==> src/hdl/servo_io_params.svh <==
// Offsets, reset values, field positions and timing counts for the servo I/O conditioning block.
// Function
// Output pin three carries the function chosen by its select code, default home done.
// Code 24 home done, code 00 always off, code 02 ready.
// Dog polarity bit clear: off means detected; set: on means detected.
// Inputs filtered with selectable time 0 to 4.44 ms, default code 2.
// Clear mode 0 discards droop pulses once at clear input rising edge.
// Clear mode 1 discards droop pulses continuously while clear input is on.
// Warning select picks one of two warning/trouble output combinations at warning.
// Stop select picks stop style at stroke end and base state during reset.
// Software must leave manufacturer settings at their initial values.
// Filtered level changes only after raw pin held steady for filter time.
`ifndef SERVO_IO_PARAMS_SVH
`define SERVO_IO_PARAMS_SVH
`define OFS_OUT3_SEL     12'h000
`define OFS_POLARITY     12'h004
`define OFS_RESPONSE     12'h008
`define OFS_STOP_SEL     12'h00c
`define OFS_CLEAR_SEL    12'h010
`define OFS_WARN_SEL     12'h014
`define OFS_IRQ_STATUS   12'h018
`define OFS_IRQ_MASK     12'h01c
`define OFS_IN_STATE     12'h020
`define RST_OUT3_SEL     16'h0024
`define RST_POLARITY     16'h0000
`define RST_RESPONSE     16'h0002
`define RST_STOP_SEL     16'h0010
`define RST_CLEAR_SEL    16'h0000
`define RST_WARN_SEL     16'h0000
`define CODE_ALWAYS_OFF  8'h00
`define CODE_READY       8'h02
`define CODE_TROUBLE     8'h03
`define CODE_WARNING     8'h08
`define CODE_HOME_DONE   8'h24
`define CLK_HZ           25000000
`define FILT_US_1        880
`define FILT_US_2        1770
`define FILT_US_3        2660
`define FILT_US_4        3550
`define FILT_US_5        4440
`define FILT_CYC(us)     (((us) * (`CLK_HZ / 1000)) / 1000)
`define IN_DOG           0
`define IN_CLEAR         1
`define IN_STROKE        2
`define IN_RESET         3
`define IN_COUNT         4
`endif

==> src/hdl/servo_io_pkg.sv <==
// Types shared by the servo I/O conditioning block.
package servo_io_pkg;
  typedef struct packed {
    logic [11:0] addr;
    logic        write;
    logic [31:0] wdata;
  } apb_req_s;
  typedef enum logic [1:0] {
    FILT_IDLE  = 2'b00,
    FILT_COUNT = 2'b01
  } filt_state_e;
endpackage

==> src/hdl/servo_io_cond.sv <==
// Servo general-purpose I/O conditioning with APB configuration registers.
//
// The address map and the APB slave port were chosen for this implementation.
`timescale 1ns/1ps
`include "servo_io_params.svh"
module servo_io_cond (
  input  wire logic        CLK,
  input  wire logic        RST_B,
  input  wire logic        PSEL,
  input  wire logic        PENABLE,
  input  wire logic        PWRITE,
  input  wire logic [11:0] PADDR,
  input  wire logic [31:0] PWDATA,
  output logic      [31:0] PRDATA,
  output logic             PREADY,
  output logic             PSLVERR,
  input  wire logic        DOG_PIN,
  input  wire logic        CLEAR_PIN,
  input  wire logic        STROKE_END_PIN,
  input  wire logic        RESET_PIN,
  input  wire logic        READY_IN,
  input  wire logic        HOME_DONE_IN,
  input  wire logic        WARNING_IN,
  input  wire logic        TROUBLE_IN,
  output logic             OUT_ASSIGN_THREE,
  output logic             WARNING_OUTPUT,
  output logic             TROUBLE_OUTPUT,
  output logic             DOG_DETECTED,
  output logic             DROOP_CLEAR,
  output logic             STROKE_STOP,
  output logic             STOP_SLOW,
  output logic             BASE_OFF,
  output logic             IRQ
);

  servo_io_pkg::apb_req_s req;
  logic [15:0] out3_sel_reg;
  logic [15:0] polarity_reg;
  logic [15:0] response_reg;
  logic [15:0] stop_sel_reg;
  logic [15:0] clear_sel_reg;
  logic [15:0] warn_sel_reg;
  logic [3:0]  irq_status_reg;
  logic [3:0]  irq_mask_reg;
  logic [`IN_COUNT-1:0] sync1_reg;
  logic [`IN_COUNT-1:0] sync2_reg;
  logic [`IN_COUNT-1:0] filt_reg;
  logic [`IN_COUNT-1:0] filt_prev_reg;
  logic [16:0] cnt_reg [`IN_COUNT];
  servo_io_pkg::filt_state_e state_reg [`IN_COUNT];

  assign req.addr  = PADDR;
  assign req.write = PWRITE;
  assign req.wdata = PWDATA;

  // Filter length in cycles for a response code; unknown codes fall back to no filtering.
  function automatic logic [16:0] filt_len(input logic [2:0] code);
    unique case (code)
      3'd1:    filt_len = 17'(`FILT_CYC(`FILT_US_1));
      3'd2:    filt_len = 17'(`FILT_CYC(`FILT_US_2));
      3'd3:    filt_len = 17'(`FILT_CYC(`FILT_US_3));
      3'd4:    filt_len = 17'(`FILT_CYC(`FILT_US_4));
      3'd5:    filt_len = 17'(`FILT_CYC(`FILT_US_5));
      default: filt_len = 17'h00000;
    endcase
  endfunction

  wire        wr_en     = PSEL & PENABLE & PWRITE & PREADY;
  // Read data is latched at setup so that it stands in the access cycle beside PREADY.
  wire        rd_en     = PSEL & ~PENABLE & ~PWRITE;
  wire [16:0] filt_cyc  = filt_len(response_reg[2:0]);
  wire        addr_ok   = (req.addr <= `OFS_IN_STATE) && (req.addr[1:0] == 2'b00);
  wire        rising_clr = filt_reg[`IN_CLEAR] & ~filt_prev_reg[`IN_CLEAR];

  // Only the pin three code byte, response bits 2:0 and bits 0, 4 or 8 of the other settings matter; the manufacturer-only codes are left to software discipline.
  wire        dog_det   = polarity_reg[0] ? filt_reg[`IN_DOG] : ~filt_reg[`IN_DOG];
  wire        clr_pulse = clear_sel_reg[0] ? filt_reg[`IN_CLEAR] : rising_clr;
  wire        warn_mode = warn_sel_reg[4];
  wire        warn_next = WARNING_IN & ~warn_mode;
  wire        trbl_next = TROUBLE_IN | (WARNING_IN & warn_mode);
  wire        stroke_off = ~filt_reg[`IN_STROKE];
  wire        stop_slow_next = stop_sel_reg[4];
  wire        base_off_next = filt_reg[`IN_RESET] & ~stop_sel_reg[8];
  wire [3:0]  irq_event = {warn_next & ~WARNING_OUTPUT, stroke_off & ~STROKE_STOP,
                           rising_clr, dog_det & ~DOG_DETECTED};

  logic out3_next;
  always_comb begin
    unique case (out3_sel_reg[7:0])
      `CODE_READY:     out3_next = READY_IN;
      `CODE_TROUBLE:   out3_next = trbl_next;
      `CODE_WARNING:   out3_next = warn_next;
      `CODE_HOME_DONE: out3_next = HOME_DONE_IN;
      default:         out3_next = 1'b0;
    endcase
  end

  logic [31:0] rdata_next;
  always_comb begin
    unique case (req.addr)
      `OFS_OUT3_SEL:   rdata_next = {16'h0000, out3_sel_reg};
      `OFS_POLARITY:   rdata_next = {16'h0000, polarity_reg};
      `OFS_RESPONSE:   rdata_next = {16'h0000, response_reg};
      `OFS_STOP_SEL:   rdata_next = {16'h0000, stop_sel_reg};
      `OFS_CLEAR_SEL:  rdata_next = {16'h0000, clear_sel_reg};
      `OFS_WARN_SEL:   rdata_next = {16'h0000, warn_sel_reg};
      `OFS_IRQ_STATUS: rdata_next = {28'h0000000, irq_status_reg};
      `OFS_IRQ_MASK:   rdata_next = {28'h0000000, irq_mask_reg};
      `OFS_IN_STATE:   rdata_next = {28'h0000000, filt_reg};
      default:         rdata_next = 32'h00000000;
    endcase
  end

  always_ff @(posedge CLK or negedge RST_B) begin
    if (!RST_B) begin
      out3_sel_reg  <= `RST_OUT3_SEL;
      polarity_reg  <= `RST_POLARITY;
      response_reg  <= `RST_RESPONSE;
      stop_sel_reg  <= `RST_STOP_SEL;
      clear_sel_reg <= `RST_CLEAR_SEL;
      warn_sel_reg  <= `RST_WARN_SEL;
      irq_mask_reg  <= 4'h0;
    end else if (wr_en) begin
      if (req.addr == `OFS_OUT3_SEL)  out3_sel_reg  <= req.wdata[15:0];
      if (req.addr == `OFS_POLARITY)  polarity_reg  <= req.wdata[15:0];
      if (req.addr == `OFS_RESPONSE)  response_reg  <= req.wdata[15:0];
      if (req.addr == `OFS_STOP_SEL)  stop_sel_reg  <= req.wdata[15:0];
      if (req.addr == `OFS_CLEAR_SEL) clear_sel_reg <= req.wdata[15:0];
      if (req.addr == `OFS_WARN_SEL)  warn_sel_reg  <= req.wdata[15:0];
      if (req.addr == `OFS_IRQ_MASK)  irq_mask_reg  <= req.wdata[3:0];
    end
  end

  // A new event wins over a write-one clear in the same cycle.
  wire [3:0] w1c = (wr_en && req.addr == `OFS_IRQ_STATUS) ? req.wdata[3:0] : 4'h0;
  always_ff @(posedge CLK or negedge RST_B) begin
    if (!RST_B) begin
      irq_status_reg <= 4'h0;
    end else begin
      irq_status_reg <= (irq_status_reg & ~w1c) | irq_event;
    end
  end

  always_ff @(posedge CLK or negedge RST_B) begin
    if (!RST_B) begin
      PRDATA  <= 32'h00000000;
      PREADY  <= 1'b0;
      PSLVERR <= 1'b0;
    end else begin
      PRDATA  <= rd_en ? rdata_next : 32'h00000000;
      PREADY  <= PSEL & ~PENABLE;
      PSLVERR <= PSEL & ~PENABLE & ~addr_ok;
    end
  end

  always_ff @(posedge CLK or negedge RST_B) begin
    if (!RST_B) begin
      sync1_reg     <= '0;
      sync2_reg     <= '0;
      filt_prev_reg <= '0;
    end else begin
      sync1_reg     <= {RESET_PIN, STROKE_END_PIN, CLEAR_PIN, DOG_PIN};
      sync2_reg     <= sync1_reg;
      filt_prev_reg <= filt_reg;
    end
  end

  // Each input owns a counter; a bounce restarts it, so short glitches never reach the level.
  for (genvar i = 0; i < `IN_COUNT; i++) begin : g_filt
    always_ff @(posedge CLK or negedge RST_B) begin
      if (!RST_B) begin
        filt_reg[i]  <= 1'b0;
        cnt_reg[i]   <= 17'h00000;
        state_reg[i] <= servo_io_pkg::FILT_IDLE;
      end else begin
        unique case (state_reg[i])
          servo_io_pkg::FILT_IDLE: begin
            cnt_reg[i] <= 17'h00001;
            if (sync2_reg[i] != filt_reg[i]) begin
              if (filt_cyc <= 17'h00001) filt_reg[i] <= sync2_reg[i];
              else state_reg[i] <= servo_io_pkg::FILT_COUNT;
            end
          end
          servo_io_pkg::FILT_COUNT: begin
            if (sync2_reg[i] == filt_reg[i]) begin
              state_reg[i] <= servo_io_pkg::FILT_IDLE;
            end else if (cnt_reg[i] + 17'h00001 >= filt_cyc) begin
              filt_reg[i]  <= sync2_reg[i];
              state_reg[i] <= servo_io_pkg::FILT_IDLE;
            end else begin
              cnt_reg[i] <= cnt_reg[i] + 17'h00001;
            end
          end
          default: state_reg[i] <= servo_io_pkg::FILT_IDLE;
        endcase
      end
    end
  end

  always_ff @(posedge CLK or negedge RST_B) begin
    if (!RST_B) begin
      OUT_ASSIGN_THREE <= 1'b0;
      WARNING_OUTPUT   <= 1'b0;
      TROUBLE_OUTPUT   <= 1'b0;
      DOG_DETECTED     <= 1'b0;
      DROOP_CLEAR      <= 1'b0;
      STROKE_STOP      <= 1'b0;
      STOP_SLOW        <= 1'b0;
      BASE_OFF         <= 1'b0;
      IRQ              <= 1'b0;
    end else begin
      OUT_ASSIGN_THREE <= out3_next;
      WARNING_OUTPUT   <= warn_next;
      TROUBLE_OUTPUT   <= trbl_next;
      DOG_DETECTED     <= dog_det;
      DROOP_CLEAR      <= clr_pulse;
      STROKE_STOP      <= stroke_off;
      STOP_SLOW        <= stop_slow_next;
      BASE_OFF         <= base_off_next;
      IRQ              <= |(irq_status_reg & irq_mask_reg);
    end
  end
endmodule

==> config.mk <==
export PLATFORM = sky130hd
export DESIGN_NAME = servo_io_cond
export DESIGN_NICKNAME = d
export VERILOG_FILES = /design/src/hdl/servo_io_pkg.sv /design/src/hdl/servo_io_cond.sv
export VERILOG_INCLUDE_DIRS = /design/src /design/src/hdl
export SDC_FILE = /design/constraint.sdc
export NUM_CORES = 1
export LEC_CHECK = 0
export BUFFER_PORTS_ARGS = -buffer_cell sky130_fd_sc_hd__buf_4
export CORE_ASPECT_RATIO = 1.1
export CORE_MARGIN = 10
export CORE_UTILIZATION = 55
export CTS_CLUSTER_DIAMETER = 60
export DETAILED_ROUTE_END_ITERATION = 6
export PLACE_DENSITY = 0.77
export SLEW_MARGIN = 15
export SYNTH_ARGS = -nofsm -noshare
export SYNTH_HDL_FRONTEND = slang
export SYNTH_SLANG_ARGS = --single-unit
==> constraint.sdc <==
create_clock -name CLK -period 3.5 [get_ports CLK]
set_input_delay 0 -clock CLK [delete_from_list [all_inputs] [get_ports CLK]]
set_output_delay 0 -clock CLK [all_outputs]
set_load 0.01 [all_outputs]
After elaboration in Yosys (flattened, before gate mapping). Index checks and enable logic that the tools add are counted.

Memories: 0. Logic and storage cells: 219. Latch bits: 0. Memory bits (writable): 0. Memory bits (read-only): 0. Register bits after elaboration: 237. Output and inout port bits: 43. Input bits: 57.

Reductions and logical operators: 32. Multiplexer cells: 56. Bitwise operators: 29. Order comparisons: 6. $add $sub $neg: 4. Multiply operators: 0. Shift operators: 0. Eq/ne operators: 57. Divide/modulo/power cells: 0.

Operators with widths (number): $pmux W16 S9 (1); $mux W17 (8); $pmux W17 S2 (4); $pmux W17 S5 (1); $add A17 B1 Y17 const B (4); $ge A17 B17 Y1 (4); $eq A12 B5 Y1 const B (4); $ne A2 B2 Y1 const B (24); $mux W32 (1); $mux W2 (13); $eq A12 B4 Y1 const B (2); $reduce_and A3 Y1 (8); $reduce_and A5 Y1 (4); $mux W1 (18); $le A17 B1 Y1 const B (1); $eq A8 B2 Y1 const B (2); $pmux W2 S2 (4); $reduce_and A2 Y1 (7); $and A1 B1 Y1 (13); $eq A12 B3 Y1 const B (1); $eq A12 B6 Y1 const B (1); $le A12 B6 Y1 const B (1); $logic_not A12 Y1 (1); $ne A3 B3 Y1 const B (4); 20 further kinds (53).

Logic depth before layout (Yosys ltp). Gate-level depths: netlist of run 1.

Depth in word-level cells: 8. Depth in mapped cells: 15. Depth with buffers taken out: 13.

Worst setup path after synthesis of run 1. No wires, ideal clock.

Kind: reg-to-reg. Start: register cnt_reg[0] (netlist bit). End: register cnt_reg[10] (netlist bit). Stages on the path, launching flop included: 14. Arrival: 3.350 ns. Setup time: 0.119 ns. Setup slack: 0.031 ns. Cell sequence: dfrtp_1 ha_1 nand3_1 or4_1 nor3_1 xor2_1 ha_1 nand4_1 inv_1 a2111oi_0 clkbuf_1 nand4_1 xnor2_1 and2_1.

Cells in the longest elaborated chain, start to end: 4.

Ends and longest elaborated chain: start, declared (RTL line servo_io_cond.sv:49) `` logic [16:0] cnt_reg [`IN_COUNT]; ``; start signal, assigned by index (RTL line servo_io_cond.sv:191) `cnt_reg[i] <= cnt_reg[i] + 17'h00001;`; $add A17 B1 Y17 (*) (RTL line servo_io_cond.sv:187, servo_io_cond.sv:191); $ge A17 B17 Y1 or $mux W17 (tied branches) (RTL line servo_io_cond.sv:187) `end else if (cnt_reg[i] + 17'h00001 >= filt_cyc) begin`; $ne A2 B2 Y1 (no source line) or $mux W17 (tied branches); $reduce_and A3 Y1 (no source line) or $pmux W17 S2 (tied branches).

Every way passes the cells marked *; elsewhere a longest branch is shown, timed or not. The select of a mux whose other input is x is not followed. A chain may end at the register's enable or synchronous reset.

Final worst setup path of run 1.
Start: register cnt_reg[51] (netlist bit). End: register cnt_reg[62] (netlist bit).

Same word-level chain as after synthesis.

==> results of run 1 <==
==> layer usage <==
metal | wire [µm] | track usage (%) | up-vias
li1 | - | - | 4421
met1 | 12500 | 24.98 | 4719
met2 | 15280 | 35.86 | 256
met3 | 1590 | 4.043 | 79
met4 | 1091 | 8.763 | 0
met5 | 0 | 0 | -
==> logic make-up (layout without fill, tap and decap cells) <==
kind of cell    after synthesis  count (layout)  share of synthesized area, %
compound gates              231             231                         12.28
xor+xnor                     84              84                         6.119
fa+ha+maj                    68              68                         7.076
buf+inv                      94             256                         3.808
flops                       216             216                         44.99
mux                         129             129                         12.15
other cells                   1              17                       0.03119
simple gates                304             304                         13.54
==> synthesized netlist by cell type (all sizes together) (28+ instances only) <==
cell type,count
or3,31
ha,68
clkbuf,33
nand2,62
dfrtp,212
inv,28
a21oi,76
buf,33
nor2,45
nand3,48
o21ai,45
xnor2,57
mux2,106
==> repair_timing <==
item	in CTS	in global routing
resized for setup	8	91
pin swaps	3	26
setup buffers	2	13
endpoints found under the hold margin	223	0
setup endpoints to repair	28	66
hold buffers	33	0
cloned	0	1
==> worst max-delay path, cell delays in order, from the launching register on <==
cell      delay, ns
dfrtp_1        0.40
ha_2           0.20
and3_4         0.20
nand3_2        0.11
nor2_4         0.15
nand3_2        0.11
xnor2_2        0.15
ha_1           0.32
a211oi_2       0.20
nor2_1         0.09
o31ai_2        0.30
nand4_1        0.28
buf_6          0.22
or4_1          0.44
a21oi_2        0.14
==> power by group through the flow <==
stage / Combinational [mW] / Clock, mW / Sequential (mW)
after floorplan: 0.0674 / 0 / 2.57
after global placement: 0.192 / 0 / 2.57
after detailed placement: 0.196 / 0 / 2.57
after CTS: 0.228 / 2.80 / 2.52
after global routing: 0.259 / 2.91 / 2.52
final: 0.236 / 2.76 / 2.52
==> layout make-up <==
type | count | area (µm²) | area share (%)
clock inverter | 10 | 128.9 | 0.8668
clock buffer | 37 | 763.2 | 5.133
tap | 290 | 362.8 | 2.440
antenna | 1 | 2.502 | 0.01683
timing repair buffer | 181 | 1486 | 9.998
inverter | 28 | 105.1 | 0.7069
multi-input combinational | 832 | 6604 | 44.42
sequential | 216 | 5415 | 36.42
==> worst paths after layout <==
path / startpoint / endpoint / slack [ns]
worst max register to register: cnt_reg[51]$_DFFE_PN0P_ / cnt_reg[62]$_DFFE_PN0P_ / 0.08
min in group asynchronous: RST_B / cnt_reg[37]$_DFFE_PN0P_ / 0.11
worst min-delay path: PADDR[5] / PSLVERR$_DFF_PN0_ / 0.09
worst min register to register: sync1_reg[1]$_DFF_PN0_ / sync2_reg[1]$_DFF_PN0_ / 0.35
max in group asynchronous: RST_B / cnt_reg[60]$_DFFE_PN0P_ / 2.34
worst max-delay path: cnt_reg[51]$_DFFE_PN0P_ / cnt_reg[62]$_DFFE_PN0P_ / 0.08
==> stage by stage <==
stage               TNS [ns]  utilization [%]  hold WS (ns)
floorplan                  0                -       -0.2956
global placement           0            61.11        0.1103
detailed placement   -0.5609            61.11        0.1105
CTS                        0            67.02       0.02808
global route          -1.102            69.35       0.09731
finish                     0            69.35       0.08943
==> impl_metrics.tcl, run 1 <==
set metrics [dict create \
    outcome "finished clean" \
    ctsHtreeMaxLevel 1 \
    first_pass_iters 5 \
    largest_register_ffs 68 \
    finalCritPeriodShare_pct 97.58 \
    powerDensity_mw_per_mm2 371.2 \
    yosys_warnings 0 \
    synth-seq-cells 216 \
    viasPerCell 5.940 \
    start_kind "flop" \
    rows 56 \
    cts_tree "done" \
    ys.flop_type "dfrtp_1" \
    die-area_mm2 0.02818 \
    clockPowerShare_pct 50.0 \
    fin_skew_ns 0.009944 \
    area_delta_synth_final_pct 23.65 \
    yosys-top-cells-area "dfrtp_1, mux2_2, ha_1" \
    yosys.area.top_type "dfrtp_1" \
    grt_pass1_vias 9709 \
    gr-usage-all-layers_pct 20.86 \
    finalSetupViolations 0 \
    crit_fanout 5 \
    holdPathStages 4 \
    required_ns 3.94 \
    final_area_mm2 0.01487 \
    portBuffers 67 \
    synthesis.area_mm2 0.01202 \
    grt_pass1_wl_mm 49.20 \
    clkLatencyLatePin_ns 0.52 \
    fill_cells 1540 \
    clock_path_buffers 3 \
    netlist_instances 1127 \
    ir_worst_vdd_uv 471.5 \
    wl_per_cell_um 19.10 \
    dpl-instance-area_mm2 0.01310 \
    initial_core_util_pct 56.08 \
    pre_cts_ws_ns -0.06933 \
    yosysUniqueCellTypes 65 \
    drc 0 \
    hold_path.class "in -> reg" \
    max_freq_ghz 0.2928 \
    power_switching_mw 1.236 \
    layoutNonFillerInstCount 1595 \
    critPathKind "reg -> reg" \
    overflow 0 \
    p_int_mw 4.283 \
    cts.sinks 216 \
    finalHoldViolCount 0 \
    final_antenna_net_count 0 \
    max_slew_margin_pct 39.76 \
    worst_pin_slew_ns 0.9036 \
    seq_area_frac_synth_pct 44.99 \
    dp_hpwl_mm 20.18 \
    cap_viol_max_count 0 \
    p_comb_share_pct 4.3 \
    routabilityCongestion 0.8663 \
    final_cell_mix "dfrtp_1, buf_4, mux2_2" \
    worst_slack_ns 0.08473 \
    p_leak_nw 6.933 \
    cp-end-kind "flop" \
    grt_max_degree 117 \
    vias 9475 \
    synth-edff-count 0 \
    die_h_um 175.1 \
    numCtsBuffers 26 \
    seqPwrFrac_pct 45.7 \
    cts-root-buf "clkbuf_16" \
    arrival_ns 3.86 \
    cts.clk_slew.worst_paths_ns 0.06 \
    antenna_found_initial 1 \
    drt-total-wl_mm 30.46 \
    num-nets-final 1410 \
    ios 100 \
    ff2ff_path_depth 14 \
    drive_above_1_share_pct 29.29 \
    synth.avg_cell_area_um2 10.67 \
    synthArstFlopShare_pct 100.0 \
    layout_commonest_cell "dfrtp_1" \
    dp.cells 1498 \
    p_sw_share_pct 22.40 \
    synth_top_area_share_pct 44.12 \
    finalCriticalPeriod_ns 3.415 \
    slew_violations 0 \
    rsz0062_at_grt "yes" \
    drt-initial-drc-count 556 \
    totalPowerFinal_mw 5.519 \
    die_w_um 161.0 \
    core_area_mm2 0.02144 \
]
Note: power is estimated with default switching activity, not from simulation.
==> inputs of run 2 (changes only) <==
--- a/config.mk
+++ b/config.mk
@@ -12,6 +12,7 @@
 export CORE_UTILIZATION = 55
 export CTS_CLUSTER_DIAMETER = 60
 export DETAILED_ROUTE_END_ITERATION = 6
+export MAX_ROUTING_LAYER = met4
 export PLACE_DENSITY = 0.77
 export SLEW_MARGIN = 15
 export SYNTH_ARGS = -nofsm -noshare
==> impl_metrics.tcl, run 2 (same netlist as run 1, synthesis figures left out) <==
set metrics [dict create \
    path_buf_inv 1 \
    arrival_ns 3.85 \
    required_ns 3.94 \
    finalCritPeriodShare_pct 97.35 \
    grt_max_degree 117 \
    layoutNonFillerInstCount 1594 \
    fill_cells 1547 \
    cts_tree "done" \
    wl_per_cell_um 19.11 \
    final_cell_mix "dfrtp_1, buf_4, mux2_2" \
    layout_commonest_cell "dfrtp_1" \
    p_int_mw 4.283 \
    p_leak_nw 6.928 \
    routabilityCongestion 0.8804 \
    portBuffers 67 \
    vias 9460 \
    powerDensity_mw_per_mm2 371.2 \
    cts-root-buf "clkbuf_16" \
    clockPowerShare_pct 50.0 \
    seqPwrFrac_pct 45.7 \
    final_antenna_net_count 0 \
    pre_cts_ws_ns -0.06933 \
    fin_skew_ns 0.006965 \
    outcome "finished clean" \
    rows 56 \
    dpl-instance-area_mm2 0.01310 \
    first_pass_iters 5 \
    finalHoldViolCount 0 \
    gr-usage-all-layers_pct 21.41 \
    area_delta_synth_final_pct 23.62 \
    utilization_pct 69.33 \
    worst_pin_slew_ns 0.9291 \
    cpPeakStageDelay_ns 0.55 \
    crit_fanout 20 \
    hold_path.class "in -> async" \
    slowest_stage "or4b_4" \
    max_slew_margin_pct 38.06 \
    antenna_found_initial 1 \
    die_w_um 161.0 \
    holdWs_ns 0.08689 \
    cts.clk_slew.worst_paths_ns 0.06 \
    max_freq_ghz 0.2935 \
    grt_pass1_wl_mm 49.12 \
    dp_hpwl_mm 20.18 \
    worst_slack_ns 0.09268 \
    start_kind "flop" \
    num-nets-final 1409 \
    largest_register_ffs 68 \
    rsz0062_at_grt "yes" \
    die-area_mm2 0.02818 \
    slew_violations 0 \
    drive_above_1_share_pct 29.32 \
    drt-total-wl_mm 30.47 \
    core_area_mm2 0.02144 \
    cts.sinks 216 \
    finalCriticalPeriod_ns 3.407 \
    ctsHtreeMaxLevel 1 \
    totalPowerFinal_mw 5.518 \
    power_switching_mw 1.235 \
    clock_path_buffers 3 \
    initial_core_util_pct 56.08 \
    clkLatencyLatePin_ns 0.52 \
    drt-initial-drc-count 562 \
    viasPerCell 5.935 \
    crit_family "simple AND/OR/NAND/NOR gates" \
    overflow 0 \
    critPathKind "reg -> reg" \
    ir_worst_vdd_uv 468.5 \
    cap_viol_max_count 0 \
    numCtsBuffers 26 \
    grt_pass1_vias 9714 \
    die_h_um 175.1 \
    worstPathCellList "ha_4 > nand3_4 > or3_4 > xnor2_1 > ha_1 > a211oi_2 > o21ai_1 > o22a_1 > or4b_4 > buf_12 > or3_1 > a21oi_2" \
    finalSetupViolations 0 \
    cp-end-kind "flop" \
    dp.cells 1498 \
    final_area_mm2 0.01486 \
    drc 0 \
    fin_setup_tns_ns 0 \
    ios 100 \
    p_comb_share_pct 4.3 \
    p_sw_share_pct 22.38 \
]
==> run 2: area by class of cell <==
type	instances	area [µm²]	share of cell area [%]
tap	290	362.8	2.441
multi-input combinational	832	6608	44.45
clock inverter	10	128.9	0.8670
antenna	1	2.502	0.01683
inverter	28	105.1	0.7071
sequential	216	5415	36.43
clock buffer	37	763.2	5.135
timing repair buffer	180	1479	9.949
==> run 2: what timing repair did <==
item	in CTS	in global routing
cloned	0	1
setup buffers	2	12
hold endpoints to repair	223	0
hold buffers	33	0
gates resized for setup	8	92
endpoints found under the setup margin	28	66
pin swaps	3	27
==> run 2: per-layer routing <==
layer	share of wire, %	wire [µm]	GRT usage (%)	vias to the layer above
li1	-	-	-	4428
met1	41	12630	25.28	4682
met2	50	15250	35.79	264
met3	4.8	1467	3.503	86
met4	3.7	1124	8.763	0
met5	0	0	-	-
==> run 2: worst reg2reg max path: cells and delay by family (launching register included) <==
kind                     cells  cell delay, ns
AO/OA/AOI/OAI                4            0.67
buffers and inverters        1            0.17
XOR/XNOR                     1            0.15
AND/OR/NAND/NOR              4            1.39
adder cells (fa/ha/maj)      2            0.53
flip-flops                   1            0.42
==> run 2: power by group through the flow <==
| stage | sequential (mW) | combinational [mW] | clock, mW |
|---|---|---|---|
| 5_1_grt | 2.52 | 0.259 | 2.91 |
| 4_1_cts | 2.52 | 0.228 | 2.80 |
| 2_1_floorplan | 2.57 | 0.0674 | 0 |
| 3_3_place_gp | 2.57 | 0.192 | 0 |
| 6_report | 2.52 | 0.236 | 2.76 |
| 3_5_place_dp | 2.57 | 0.196 | 0 |
==> run 2: final timing paths <==
kind / startpoint / to / slack (ns) / cells past startpoint
max reg2reg: cnt_reg[18]$_DFFE_PN0P_ / cnt_reg[32]$_DFFE_PN0P_ / 0.09 / 12
min: RST_B / cnt_reg[46]$_DFFE_PN0P_ / 0.09 / 2
max: cnt_reg[18]$_DFFE_PN0P_ / cnt_reg[32]$_DFFE_PN0P_ / 0.09 / 12
max in group asynchronous: RST_B / cnt_reg[60]$_DFFE_PN0P_ / 2.33 / 3
min reg2reg: sync1_reg[1]$_DFF_PN0_ / sync2_reg[1]$_DFF_PN0_ / 0.35 / 0
min in group CLK: PADDR[5] / PSLVERR$_DFF_PN0_ / 0.09 / 4
